File: config.mk
export PLATFORM = sky130hd
export DESIGN_NAME = vmc_transfer_ctrl
export DESIGN_NICKNAME = d
export VERILOG_FILES = /design/src/logic/vmc_pkg.sv /design/src/logic/vmc_transfer_ctrl.sv
export SDC_FILE = /design/constraint.sdc
export NUM_CORES = 2
export LEC_CHECK = 0
export BUFFER_PORTS_ARGS = -buffer_cell sky130_fd_sc_hd__buf_2
export CAP_MARGIN = 20
export CORE_MARGIN = 8
export CORE_UTILIZATION = 48
export CTS_BUF_LIST = sky130_fd_sc_hd__clkbuf_16
export CTS_CLUSTER_SIZE = 30
export DETAILED_ROUTE_END_ITERATION = 6
export MAX_ROUTING_LAYER = met4
export PLACE_DENSITY_LB_ADDON = 0.08
export SYNTH_ARGS = -nofsm -noshare
export SYNTH_HDL_FRONTEND = slang
export SYNTH_SLANG_ARGS = --single-unit
export TNS_END_PERCENT = 50
File: constraint.sdc
create_clock -name clk_sys -period 3.68 [get_ports clk_sys]
set_input_delay 0.184 -clock clk_sys [delete_from_list [all_inputs] [get_ports clk_sys]]
set_output_delay 0.184 -clock clk_sys [all_outputs]
set_load 0.01 [all_outputs]
File: src/logic/vmc_pkg.sv
package vmc_pkg;
  localparam int DATA_W = 32;
  localparam int FIFO_DEPTH = 8;
  localparam logic [5:0] AM_A32 = 6'h08;
  localparam logic [5:0] AM_A24 = 6'h38;
  localparam logic [5:0] AM_A16 = 6'h28;
  localparam logic [5:0] AM_SUP = 6'h04;
  localparam logic [5:0] AM_DATA = 6'h01;
  localparam logic [5:0] AM_PROG = 6'h02;
  localparam logic [5:0] AM_BLT = 6'h03;
  localparam logic [1:0] SPACE_A32 = 2'h0;
  localparam logic [1:0] SPACE_A24 = 2'h1;
  localparam logic [1:0] SPACE_A16 = 2'h2;
  localparam logic [1:0] SPACE_USER = 2'h3;
  localparam logic [7:0] BEAT_BYTES = 8'h04;
  localparam logic [7:0] D16_BYTES = 8'h02;
  localparam logic [7:0] D8_BYTES = 8'h01;
  localparam logic [7:0] LAST_BEAT = 8'hfc;
  localparam logic [3:0] DLY_RST = 4'h0;
  localparam logic [7:0] ILV_RST = 8'h00;
  typedef enum logic [2:0] {RELEASE_ON_REQUEST, RELEASE_WHEN_DONE, RELEASE_ON_CLEAR,
    RELEASE_INDIVISIBLE, CAPTURE_AND_HOLD} vmc_rel_t;
  typedef enum logic [1:0] {SBLK_DMA, SBLK_TOGGLE, SBLK_REJECT} vmc_sblk_t;
  typedef enum logic [1:0] {SW_D32, SW_D16, SW_D8} vmc_width_t;
  typedef struct packed {
    logic [1:0] reqLevel; vmc_rel_t relMode; logic mstPost; logic earlyReq;
    logic asHold; logic sizeGate; logic [1:0] sizeMatch; logic [5:0] userAm;
    vmc_width_t slvWidth; vmc_sblk_t slvBlk; logic supOnly; logic slvPost;
    logic [3:0] spaceEn; logic [3:0] acqDly; logic [3:0] strobeDly;
    logic [7:0] ilvCycles; logic dualPath;
  } vmc_cfg_t;
  typedef struct packed {
    logic write; logic post; logic [5:0] am; logic [31:0] addr; logic [31:0] data;
  } vmc_req_t;
  typedef struct packed {
    logic asN; logic dsN; logic writeN; logic [5:0] am; logic [31:0] addr;
    logic [31:0] data; logic dtackN; logic berrN; logic slaveSelN;
  } vmc_vmei_t;
  typedef struct packed {
    logic mstOe; logic asN; logic dsN; logic writeN; logic [5:0] am; logic [31:0] addr;
    logic [31:0] data; logic dataOe; logic bbsyOe; logic dtackOe; logic berrOe;
  } vmc_vmeo_t;
  typedef struct packed {
    logic grant; logic [1:0] sizeAckN; logic [31:0] data;
  } vmc_lbi_t;
  typedef struct packed {
    logic busReq; logic addrStrobeN; logic dataStrobeN; logic writeN;
    logic [31:0] addr; logic [31:0] data; logic dataOe;
  } vmc_lbo_t;
endpackage : vmc_pkg

File: src/logic/vmc_transfer_ctrl.sv
// Functional notes
// - arbitrate, transfer, then acknowledge local requester
// - request on any of four levels
// - five selectable bus release policies
// - master drives A32, A24, A16, user spaces
// - posted master write acked at once
// - optional early request on indivisible signal
// - hold address strobe, gate by transfer size
// - deadlock flag when slave access busy
// - self access drives bus error both sides
// - slave D32/D16/D8 and four address spaces
// - slave block DMA, toggle or reject
// - restricted mode accepts supervisory only
// - slave gets local bus, then data acknowledge
// - posted slave write acked immediately
// - master modifier from function code, size, block
// - slave checks modifier against select configuration
// - drive and answer user-defined modifiers
// - release at 256-byte boundary, re-arbitrate later
// - 8-bit counters for vme, local, slave
// - slave during interleave, master only dual path
// - slave block captures then increments address
// - master block acts as local DMA master
`timescale 1ns/1ps
`default_nettype none
// ==========================================
// posting fifo
module vmc_fifo #(parameter int W = 8, parameter int DEPTH = 8) (
  // clock and reset
  input wire logic clk_sys,
  input wire logic rstn,
  // fill side
  input wire logic inValid,
  input wire logic [W-1:0] inData,
  output logic inReady,
  // drain side
  output logic outValid,
  output logic [W-1:0] outData,
  input wire logic outReady
);
  localparam int PW = $clog2(DEPTH);
  typedef struct packed {
    logic [DEPTH-1:0][W-1:0] mem; logic [PW-1:0] wp; logic [PW-1:0] rp; logic [PW:0] cnt;
  } vmc_fifo_st_t;
  vmc_fifo_st_t r_reg, r_next;
  logic push, pop;
  assign inReady = r_reg.cnt != (PW+1)'(DEPTH);
  assign outValid = r_reg.cnt != '0;
  assign outData = r_reg.mem[r_reg.rp];
  assign push = inValid && inReady;
  assign pop = outValid && outReady;
  always_comb
  begin
    r_next = r_reg;
    if (push)
    begin
      r_next.mem[r_reg.wp] = inData;
      r_next.wp = r_reg.wp + 1'b1;
    end
    if (pop)
      r_next.rp = r_reg.rp + 1'b1;
    r_next.cnt = r_reg.cnt + (PW+1)'(push) - (PW+1)'(pop);
  end
  always_ff @(posedge clk_sys or negedge rstn)
  begin
    if (!rstn)
      r_reg <= '0;
    else
      r_reg <= r_next;
  end
endmodule : vmc_fifo
// ==========================================
// transfer control
module vmc_transfer_ctrl import vmc_pkg::*; (
  // clock and reset
  input wire logic clk_sys,
  input wire logic rstn,
  // configuration
  input wire vmc_cfg_t cfg,
  // local requester
  input wire logic masterSelect_n,
  input wire logic localIndivisible_n,
  input wire logic lclWrite,
  input wire logic [31:0] lclAddr,
  input wire logic [31:0] lclWrData,
  input wire logic [2:0] functionCodeIn,
  input wire logic [1:0] addressSizeSel,
  input wire logic [1:0] transferSizeIn,
  output logic lclAck,
  output logic [31:0] lclRdData,
  output logic deadlockFlag_n,
  output logic localBusError_n,
  // master block with local dma
  input wire logic blockStart,
  input wire logic blockWrite,
  input wire logic [31:0] blockVmeAddr,
  input wire logic [31:0] blockLclAddr,
  input wire logic [15:0] blockBeats,
  output logic blockBusy,
  // vme arbitration
  output logic [3:0] busReq_n,
  input wire logic busGrant_n,
  input wire logic otherReq_n,
  input wire logic busClear_n,
  // vme data transfer
  input wire vmc_vmei_t vmeIn,
  output vmc_vmeo_t vmeOut,
  // local bus as master
  input wire vmc_lbi_t lbIn,
  output vmc_lbo_t lbOut
);
  typedef enum {M_IDLE, M_ARB, M_STROBE, M_WAIT, M_END} vmc_mst_t;
  typedef enum {S_IDLE, S_LOCAL, S_ACK} vmc_slv_t;
  typedef enum {L_IDLE, L_REQ, L_ADDR, L_DATA, L_ACQ, L_END} vmc_loc_t;
  typedef struct packed {
    vmc_mst_t m; logic owned; logic pend; logic waitAck; logic [3:0] busReqN;
    logic lclAck; logic [31:0] lclRd; logic dlkN; logic lberrN; vmc_vmeo_t vo;
    vmc_req_t cur; logic curFifo; logic err; logic blkAct; logic blkWr; logic bHave;
    logic [31:0] bVme; logic [31:0] bLcl; logic [15:0] bLeft; logic ilvPend;
    logic [7:0] ilvCnt; vmc_slv_t s; logic dsArm; logic sBlkAct; logic [31:0] sAddr;
    logic sWr; vmc_loc_t l; logic lReqM; logic lReqS; logic lSrcS; logic lDoneS;
    logic [3:0] lDly; logic [31:0] lData; vmc_lbo_t lbo;
  } vmc_top_st_t;
  vmc_top_st_t r_reg, r_next;
  logic fifoInValid, fifoInReady, fifoOutValid, fifoTake;
  vmc_req_t fifoIn, fifoOut;
  logic sizeOk, asKeep, earlyReq, slvBusy, relNow, blkWork, sOk, sBlk;
  logic [1:0] sSpace;
  logic [7:0] sInc;
  function automatic logic [5:0] amEncode(input logic [2:0] fc, input logic [1:0] asz,
                                          input logic blt, input logic [5:0] userAm);
    logic [5:0] base;
    base = (asz == SPACE_A32) ? AM_A32 : (asz == SPACE_A24) ? AM_A24 : AM_A16;
    if (asz == SPACE_USER)
      amEncode = userAm;
    else
      amEncode = base | (fc[2] ? AM_SUP : 6'h00) | (blt ? AM_BLT :
        (fc[1] && asz != SPACE_A16) ? AM_PROG : AM_DATA);
  endfunction : amEncode
  assign sizeOk = !cfg.sizeGate || transferSizeIn == cfg.sizeMatch;
  assign asKeep = cfg.asHold && !localIndivisible_n && sizeOk;
  assign earlyReq = cfg.earlyReq && !localIndivisible_n && sizeOk;
  assign slvBusy = r_reg.s != S_IDLE || r_reg.lReqS;
  // slave modifier decode
  assign sSpace = (vmeIn.am[5:4] == 2'b00) ? SPACE_A32 : (vmeIn.am[5:4] == 2'b11) ? SPACE_A24 :
    (vmeIn.am[5:4] == 2'b10) ? SPACE_A16 : SPACE_USER;
  assign sBlk = vmeIn.am[1:0] == 2'b11 && sSpace != SPACE_USER;
  assign sOk = cfg.spaceEn[sSpace] && (!cfg.supOnly || vmeIn.am[2]) &&
    !(sBlk && cfg.slvBlk == SBLK_REJECT);
  assign sInc = (cfg.slvWidth == SW_D8) ? D8_BYTES : (cfg.slvWidth == SW_D16) ? D16_BYTES :
    BEAT_BYTES;
  always_comb
  begin
    case (cfg.relMode)
      RELEASE_ON_REQUEST: relNow = !otherReq_n;
      RELEASE_WHEN_DONE: relNow = 1'b1;
      RELEASE_ON_CLEAR: relNow = !busClear_n;
      RELEASE_INDIVISIBLE: relNow = localIndivisible_n;
      default: relNow = 1'b0;
    endcase
  end
  // slave and dual path take the bus back during the interleave gap
  assign blkWork = r_reg.blkAct && !r_reg.ilvPend && !r_reg.lReqM;
  assign fifoTake = r_reg.m == M_IDLE && fifoOutValid && !r_reg.lReqM &&
    (!r_reg.blkAct || (cfg.dualPath && r_reg.ilvPend));
  assign fifoInValid = !masterSelect_n && !r_reg.pend && !slvBusy;
  assign fifoIn = '{write: lclWrite, post: lclWrite && cfg.mstPost,
    am: amEncode(functionCodeIn, addressSizeSel, 1'b0, cfg.userAm), addr: lclAddr,
    data: lclWrData};
  vmc_fifo #(.W($bits(vmc_req_t)), .DEPTH(FIFO_DEPTH)) postFifo (
    .clk_sys(clk_sys),
    .rstn(rstn),
    .inValid(fifoInValid),
    .inData(fifoIn),
    .inReady(fifoInReady),
    .outValid(fifoOutValid),
    .outData(fifoOut),
    .outReady(fifoTake)
  );
  always_comb
  begin
    r_next = r_reg;
    r_next.lclAck = 1'b0;
    r_next.lberrN = 1'b1;
    r_next.lDoneS = 1'b0;
    // ==========================================
    // local requester
    r_next.dlkN = !(!masterSelect_n && !r_reg.pend && slvBusy);
    if (fifoInValid && fifoInReady)
    begin
      r_next.pend = 1'b1;
      r_next.waitAck = !fifoIn.post;
      r_next.lclAck = fifoIn.post;
    end
    else if (masterSelect_n && !r_reg.waitAck)
      r_next.pend = 1'b0;
    if (blockStart && !r_reg.blkAct)
    begin
      r_next.blkAct = blockBeats != 16'h0000;
      r_next.blkWr = blockWrite;
      r_next.bVme = blockVmeAddr;
      r_next.bLcl = blockLclAddr;
      r_next.bLeft = blockBeats;
      r_next.bHave = 1'b0;
    end
    if (r_reg.ilvPend)
    begin
      r_next.ilvCnt = r_reg.ilvCnt - 8'h01;
      r_next.ilvPend = r_reg.ilvCnt != ILV_RST;
    end
    // ==========================================
    // vme master
    r_next.vo.bbsyOe = r_reg.owned;
    case (r_reg.m)
      M_IDLE:
      begin
        if (fifoTake)
        begin
          r_next.cur = fifoOut;
          r_next.curFifo = 1'b1;
          r_next.m = r_reg.owned ? M_STROBE : M_ARB;
        end
        else if (blkWork && r_reg.blkWr && !r_reg.bHave)
        begin
          r_next.lReqM = 1'b1;
          r_next.lbo.writeN = 1'b1;
          r_next.lbo.addr = r_reg.bLcl;
        end
        else if (blkWork)
        begin
          r_next.cur = '{write: r_reg.blkWr, post: 1'b0, addr: r_reg.bVme, data: r_reg.lData,
            am: amEncode(functionCodeIn, addressSizeSel, 1'b1, cfg.userAm)};
          r_next.curFifo = 1'b0;
          r_next.m = r_reg.owned ? M_STROBE : M_ARB;
        end
        else if (!r_reg.owned && earlyReq)
          r_next.m = M_ARB;
        else if (r_reg.owned && relNow && !r_reg.blkAct && !asKeep)
        begin
          r_next.owned = 1'b0;
          r_next.vo.mstOe = 1'b0;
          r_next.vo.asN = 1'b1;
        end
        if (r_reg.m == M_IDLE && r_reg.lReqM == 1'b0 && r_reg.blkAct && r_reg.bHave == 1'b0
            && r_reg.blkWr && blkWork && !fifoTake)
          r_next.bHave = 1'b0;
        r_next.busReqN = 4'hf;
      end
      M_ARB:
      begin
        r_next.busReqN = ~(4'h1 << cfg.reqLevel);
        if (!busGrant_n)
        begin
          r_next.busReqN = 4'hf;
          r_next.owned = 1'b1;
          r_next.m = (r_reg.curFifo || r_reg.blkAct) && !earlyReq ? M_STROBE : M_IDLE;
          if (fifoOutValid == 1'b0 && !r_reg.blkAct && earlyReq)
            r_next.m = M_IDLE;
          else if (r_reg.curFifo || blkWork)
            r_next.m = M_STROBE;
        end
      end
      M_STROBE:
      begin
        r_next.vo.mstOe = 1'b1;
        r_next.vo.asN = 1'b0;
        r_next.vo.dsN = 1'b0;
        r_next.vo.writeN = !r_reg.cur.write;
        r_next.vo.am = r_reg.cur.am;
        r_next.vo.addr = r_reg.cur.addr;
        r_next.vo.data = r_reg.cur.data;
        r_next.vo.dataOe = r_reg.cur.write;
        r_next.m = M_WAIT;
      end
      M_WAIT:
      begin
        if (!vmeIn.dtackN || !vmeIn.berrN)
        begin
          r_next.err = !vmeIn.berrN;
          r_next.cur.data = vmeIn.data;
          r_next.vo.dsN = 1'b1;
          r_next.vo.dataOe = 1'b0;
          r_next.vo.asN = !asKeep;
          r_next.m = M_END;
        end
      end
      default:
      begin
        if (vmeIn.dtackN && vmeIn.berrN)
        begin
          r_next.vo.mstOe = asKeep;
          r_next.m = M_IDLE;
          if (r_reg.curFifo)
          begin
            r_next.curFifo = 1'b0;
            r_next.lclRd = r_reg.cur.data;
            r_next.lclAck = !r_reg.cur.post;
            // a posted end must not free a newer request
            if (!r_reg.cur.post)
              r_next.waitAck = 1'b0;
            r_next.lberrN = !r_reg.err;
          end
          else
          begin
            r_next.bVme[7:0] = r_reg.bVme[7:0] + BEAT_BYTES;
            r_next.bLeft = r_reg.bLeft - 16'h0001;
            r_next.blkAct = r_reg.bLeft != 16'h0001 && !r_reg.err;
            r_next.bHave = 1'b0;
            if (!r_reg.blkWr)
            begin
              r_next.lReqM = 1'b1;
              r_next.lbo.writeN = 1'b0;
              r_next.lbo.addr = r_reg.bLcl;
              r_next.lbo.data = r_reg.cur.data;
            end
            else
              r_next.bLcl[7:0] = r_reg.bLcl[7:0] + BEAT_BYTES;
            if (r_reg.bVme[7:0] == LAST_BEAT)
            begin
              r_next.owned = 1'b0;
              r_next.vo.mstOe = 1'b0;
              r_next.vo.asN = 1'b1;
              r_next.ilvPend = 1'b1;
              r_next.ilvCnt = cfg.ilvCycles;
            end
          end
        end
      end
    endcase
    // ==========================================
    // vme slave
    if (vmeIn.dsN)
      r_next.dsArm = 1'b1;
    if (vmeIn.asN && r_reg.s == S_IDLE)
      r_next.sBlkAct = 1'b0;
    case (r_reg.s)
      S_IDLE:
      begin
        if (r_reg.dsArm && !vmeIn.asN && !vmeIn.dsN && !vmeIn.slaveSelN && !r_reg.lReqS)
        begin
          r_next.dsArm = 1'b0;
          if (r_reg.owned)
          begin
            r_next.vo.berrOe = 1'b1;
            r_next.lberrN = 1'b0;
            r_next.s = S_ACK;
          end
          else if (sOk)
          begin
            r_next.sBlkAct = sBlk;
            r_next.sAddr = r_reg.sBlkAct ? r_reg.sAddr : vmeIn.addr;
            r_next.sWr = !vmeIn.writeN;
            r_next.lReqS = 1'b1;
            r_next.s = S_LOCAL;
            if (!vmeIn.writeN && cfg.slvPost)
            begin
              r_next.vo.dtackOe = 1'b1;
              r_next.s = S_ACK;
            end
            r_next.lbo.writeN = vmeIn.writeN;
            r_next.lbo.addr = r_reg.sBlkAct ? r_reg.sAddr : vmeIn.addr;
            r_next.lbo.data = vmeIn.data;
          end
        end
      end
      S_LOCAL:
      begin
        if (r_reg.lDoneS)
        begin
          r_next.vo.dtackOe = 1'b1;
          r_next.vo.data = r_reg.lData;
          r_next.vo.dataOe = !r_reg.sWr;
          r_next.s = S_ACK;
        end
      end
      default:
      begin
        if (vmeIn.dsN)
        begin
          r_next.vo.dtackOe = 1'b0;
          r_next.vo.berrOe = 1'b0;
          r_next.vo.dataOe = r_reg.m == M_WAIT && r_reg.vo.dataOe;
          r_next.sAddr[7:0] = r_reg.sAddr[7:0] + sInc;
          r_next.s = S_IDLE;
        end
      end
    endcase
    // ==========================================
    // local bus master engine
    case (r_reg.l)
      L_IDLE:
      begin
        if (r_reg.lReqS || r_reg.lReqM)
        begin
          r_next.lSrcS = r_reg.lReqS;
          r_next.lbo.busReq = 1'b1;
          r_next.l = L_REQ;
        end
        else if (!(r_reg.sBlkAct && cfg.slvBlk == SBLK_DMA))
        begin
          r_next.lbo.busReq = 1'b0;
          r_next.lbo.addrStrobeN = 1'b1;
        end
      end
      L_REQ:
      begin
        if (lbIn.grant)
        begin
          r_next.lbo.addrStrobeN = 1'b0;
          r_next.lbo.dataOe = !r_reg.lbo.writeN;
          r_next.lDly = cfg.strobeDly;
          r_next.l = L_ADDR;
        end
      end
      L_ADDR:
      begin
        r_next.lDly = r_reg.lDly - 4'h1;
        if (r_reg.lDly == DLY_RST)
        begin
          r_next.lbo.dataStrobeN = 1'b0;
          r_next.l = L_DATA;
        end
      end
      L_DATA:
      begin
        if (lbIn.sizeAckN != 2'b11)
        begin
          r_next.lDly = cfg.acqDly;
          r_next.l = L_ACQ;
        end
      end
      L_ACQ:
      begin
        r_next.lDly = r_reg.lDly - 4'h1;
        if (r_reg.lDly == DLY_RST)
        begin
          r_next.lData = lbIn.data;
          r_next.lbo.dataStrobeN = 1'b1;
          r_next.lbo.dataOe = 1'b0;
          // dma style keeps the address strobe low over the whole block
          r_next.lbo.addrStrobeN = r_reg.lSrcS && r_reg.sBlkAct &&
            cfg.slvBlk == SBLK_DMA ? 1'b0 : 1'b1;
          if (r_reg.lSrcS)
          begin
            r_next.lReqS = 1'b0;
            r_next.lDoneS = 1'b1;
          end
          else
          begin
            r_next.lReqM = 1'b0;
            r_next.bHave = r_reg.lbo.writeN;
            if (!r_reg.lbo.writeN)
              r_next.bLcl[7:0] = r_reg.bLcl[7:0] + BEAT_BYTES;
          end
          r_next.l = L_END;
        end
      end
      default:
      begin
        if (lbIn.sizeAckN == 2'b11)
          r_next.l = L_IDLE;
      end
    endcase
  end
  always_ff @(posedge clk_sys or negedge rstn)
  begin
    if (!rstn)
    begin
      r_reg <= '0;
      r_reg.m <= M_IDLE;
      r_reg.s <= S_IDLE;
      r_reg.l <= L_IDLE;
      r_reg.busReqN <= 4'hf;
      r_reg.dlkN <= 1'b1;
      r_reg.lberrN <= 1'b1;
      r_reg.vo.asN <= 1'b1;
      r_reg.vo.dsN <= 1'b1;
      r_reg.vo.writeN <= 1'b1;
      r_reg.lbo.addrStrobeN <= 1'b1;
      r_reg.lbo.dataStrobeN <= 1'b1;
      r_reg.lbo.writeN <= 1'b1;
    end
    else
      r_reg <= r_next;
  end
  assign lclAck = r_reg.lclAck;
  assign lclRdData = r_reg.lclRd;
  assign deadlockFlag_n = r_reg.dlkN;
  assign localBusError_n = r_reg.lberrN;
  assign blockBusy = r_reg.blkAct;
  assign busReq_n = r_reg.busReqN;
  assign vmeOut = r_reg.vo;
  assign lbOut = r_reg.lbo;
endmodule : vmc_transfer_ctrl
`default_nettype wire

==> results.json <==
{
  "yosysWarnings": 0,
  "crit_cells": 9,
  "port_buffers": 500,
  "dr.pass1.iters": 5,
  "die_w_um": 331,
  "crit_family": "simple AND/OR/NAND/NOR gates",
  "max_freq_ghz": 0.334,
  "power_frac_clock_pct": 23.6,
  "worst_slew_pin_slew_ns": 1.06,
  "grt_pass1_wl_mm": 218,
  "hold_class": "input pin to flop",
  "hold_viol": 1,
  "min_period_over_period_pct": 81.5,
  "drt_first_iter_violations": 2534,
  "synth-seq-cells": 1024,
  "final.min_clock_period_ns": 3.00,
  "r2r-end": "postFifo.r_reg[2]$_DFF_PN0_",
  "post_cts_buffers": 0,
  "holdWs_ns": -0.00849,
  "swShare_pct": 34.5,
  "synth_ff_type": "dfrtp_1",
  "crit_buf_inv": 3,
  "antenna_found_initial": 25,
  "max_slew_margin_pct": 29.1,
  "syn_area_mm2": 0.0477,
  "start_util_pct": 48.4,
  "p_leak_nw": 27.2,
  "failed_checks": "hold timing",
  "dp_hpwl_mm": 93.4,
  "cts.sinks": 1024,
  "outcome": "finished with violations",
  "design.die.area_mm2": 0.110,
  "critical_path_class": "flop to flop",
  "fin_worst_skew_ns": 0.0200,
  "reg2regPathDepth": 9,
  "wl_per_cell_um": 22.5,
  "cap_violations": 0,
  "max_stage_delay_ns": 0.53,
  "vdd_ir_drop_max_mv": 0.423,
  "slew_viol_final": 0,
  "p_comb_share_pct": 33.4,
  "cts_root_buf": "clkbuf_16",
  "die_height_um": 331,
  "ff2ff_setup_slack_ns": 0.68,
  "setup_tns_ns": 0,
  "power.density_mw_per_mm2": 776,
  "largest_reg_flops": 586,
  "p_int_mw": 28.9,
  "required_ns": 4.26,
  "worstPathMaxFanout": 13,
  "cp_cell_sequence": "or3_4 -> or4_4 -> inv_2 -> ha_1 -> inv_1 -> ha_1 -> inv_1 -> fa_1 -> xnor2_1",
  "seqPwrFrac_pct": 43.1,
  "fin_cells": 6378,
  "startpoint": "r_reg[494]$_DFFE_PN0P_",
  "cp.arrival_ns": 3.57,
  "layout-drive-gt1-share_pct": 25.2,
  "vias_per_cell": 5.45,
  "startpoint_type": "flop",
  "insertion_delay_ns": 0.69,
  "power_mw": 44.1,
  "cts_htree_levels": 3,
  "ys_seq_area_share_pct": 53.8,
  "yosysUniqueCellTypes": 81,
  "totalWireLength_mm": 144,
  "rsz0062_at_grt": "no",
  "cts_buffers": 111,
  "drc_errors": 0,
  "dpl_cell_area_mm2": 0.0505,
  "syn-num-nets": 4768,
  "path_clk_slew_ns": 0.06,
  "core_area_mm2": 0.0984,
  "power_switching_mw": 15.2,
  "fin_nets": 5311,
  "cts_tree": "yes",
  "crit_path_end": "postFifo.r_reg[2]$_DFF_PN0_",
  "place_inst": 5855,
  "slowest_stage": "or4_4",
  "vias": 34800,
  "grt_pass1_vias": 35100,
  "critical_path.endpoint_type": "flop",
  "syn2layout_area_growth_pct": 19.3,
  "regToRegStartpoint": "r_reg[494]$_DFFE_PN0P_",
  "clock_path_buffers": 3,
  "synth-edff-count": 0,
  "grtUsageTotal_pct": 26.6,
  "fin_area_mm2": 0.0568,
  "gp_congestion": 0.868,
  "grt_max_degree": 101,
  "grt_overflow": 0,
  "ys_async_sr_fraction_pct": 100,
  "post_synth.cell_area_avg_um2": 10.8,
  "boundaryPins": 503,
  "antenna_left": 0,
  "row_count": 115,
  "syn_inst": 4429,
  "finalSetupViolations": 0
}
[kinds of logic (layout without fill, tap and decap cells)]
| group | count (synthesis) | after routing | synth area share, % |
|---|---|---|---|
| AND/OR/NAND/NOR | 1715 | 1715 | 14.4 |
| XOR/XNOR | 18 | 18 | 0.331 |
| flip-flops | 1024 | 1024 | 53.8 |
| buffers and inverters | 491 | 1126 | 5.59 |
| AO/OA/AOI/OAI | 499 | 499 | 6.76 |
| other | 0 | 27 | 0 |
| adder cells (fa/ha/maj) | 23 | 23 | 0.635 |
| multiplexers | 659 | 659 | 18.5 |
[through the flow]
step	setup WS [ns]	util, %	hold WS, ns
2_1_floorplan	0.856	-	-0.112
3_3_place_gp	0.713	51.3	0.223
3_5_place_dp	0.684	51.3	0.230
4_1_cts	0.680	57.7	0.0232
5_1_grt	0.398	57.7	0.00193
6_report	0.682	57.8	-0.00849
[cell usage in the layout, fill, tap and decap left out, drive strengths merged, types with 51 or more instances in the layout]
cell type and n:
a21oi 161, mux2 325, inv 65, nor2 166, dlygate4sd3 290, nor3 51
mux4 144, clkbuf 112, buf 596, dfrtp 1012, clkinv 58, o21ai 167
nand2 1365, mux2i 190
[cell usage after synthesis (4+ instances only)]
cell         n  area (um^2)
a221o_1      8         80.1
mux4_2     144         3240
o31ai_1      8         60.1
a211oi_1    36          270
o21ai_1     36          180
buf_1       21         78.8
mux2i_1    190         1900
nand4_1      4         25.0
nand3_1     29          145
nor3_1      50          250
o22ai_1      6         37.5
clkbuf_1   169          634
o211ai_1     7         52.6
buf_6        5         56.3
dfrtp_1   1012        25300
xnor2_1     10         87.6
o32a_1       4         40.0
o21a_1       4         30.0
nand2_1   1365         5120
inv_1       33          124
nor2b_1     36          225
ha_1        21          263
nor3b_1      5         37.5
buf_4      183         1370
and2_1       5         31.3
a31oi_1     14         87.6
dfstp_2     12          315
nor2_1     164          616
mux2_2     305         3430
buf_2       77          385
or3_1        5         31.3
nor4_1       7         43.8
a21oi_1    161          806
a221oi_1     5         43.8
and3_1      11         68.8
a21o_1       9         67.6
and3b_1      7         61.3
a221oi_2    30          450
or2_2        4         25.0
xor2_1       8         70.1
o21ai_0    130          651
nand2b_1     6         37.5
o311ai_0     7         61.3
mux2_1      20          225
[worst min path at each step]
stage,from,endpoint,slack (ns),cells after the start
floorplan,rstn,blockBusy$_DFF_PN0_,-0.11,0
global placement,rstn,r_reg[250]$_DFFE_PN0P_,0.22,1
detailed placement,rstn,r_reg[250]$_DFFE_PN0P_,0.23,1
CTS,cfg[41],vmeOut[76]$_DFFE_PN1P_,0.02,6
global route,cfg[29],postFifo.r_reg[220]$_DFFE_PN0P_,0.002,4
finish,cfg[29],postFifo.r_reg[220]$_DFFE_PN0P_,-0.008,4
[layer usage]
layer,global-route usage (%),vias to the layer above,share of wire [%]
li1,-,16100,-
met1,36.5,17400,44
met2,40.3,1009,46
met3,4.42,238,6.3
met4,9.31,0,3.6
met5,-,-,0
[cell type report]
class | count | area [um^2]
Multi-Input combinational cell | 2914 | 19500
Fill cell | 8479 | 41600
Clock inverter | 93 | 544
Sequential cell | 1024 | 25700
Clock buffer | 112 | 2800
Inverter | 35 | 131
Tap cell | 1287 | 1610
Timing Repair Buffer | 886 | 6500
Antenna cell | 27 | 67.6
[repair_timing]
item                      4_1_cts  5_1_grt
hold endpoints to repair      893        0
hold buffers                  290        0
gates resized for setup         0        0
[power by group through the flow]
| stage | combinational, mW | sequential [mW] | clock (mW) |
|---|---|---|---|
| final | 14.7 | 19.0 | 10.4 |
| after global routing | 16.1 | 19.6 | 11.1 |
| after CTS | 14.8 | 19.0 | 10.6 |
| after detailed placement | 14.4 | 19.1 | 0 |
| after global placement | 14.2 | 19.0 | 0 |
| after floorplan | 11.3 | 17.9 | 0 |
[worst reg2reg max path: stages (launching register included)]
cell	delay, ns
dfrtp_1	0.52
or3_4	0.47
or4_4	0.53
inv_2	0.27
ha_1	0.29
inv_1	0.06
ha_1	0.15
inv_1	0.06
fa_1	0.41
xnor2_1	0.14
Note: power is estimated with default switching activity, not from simulation.
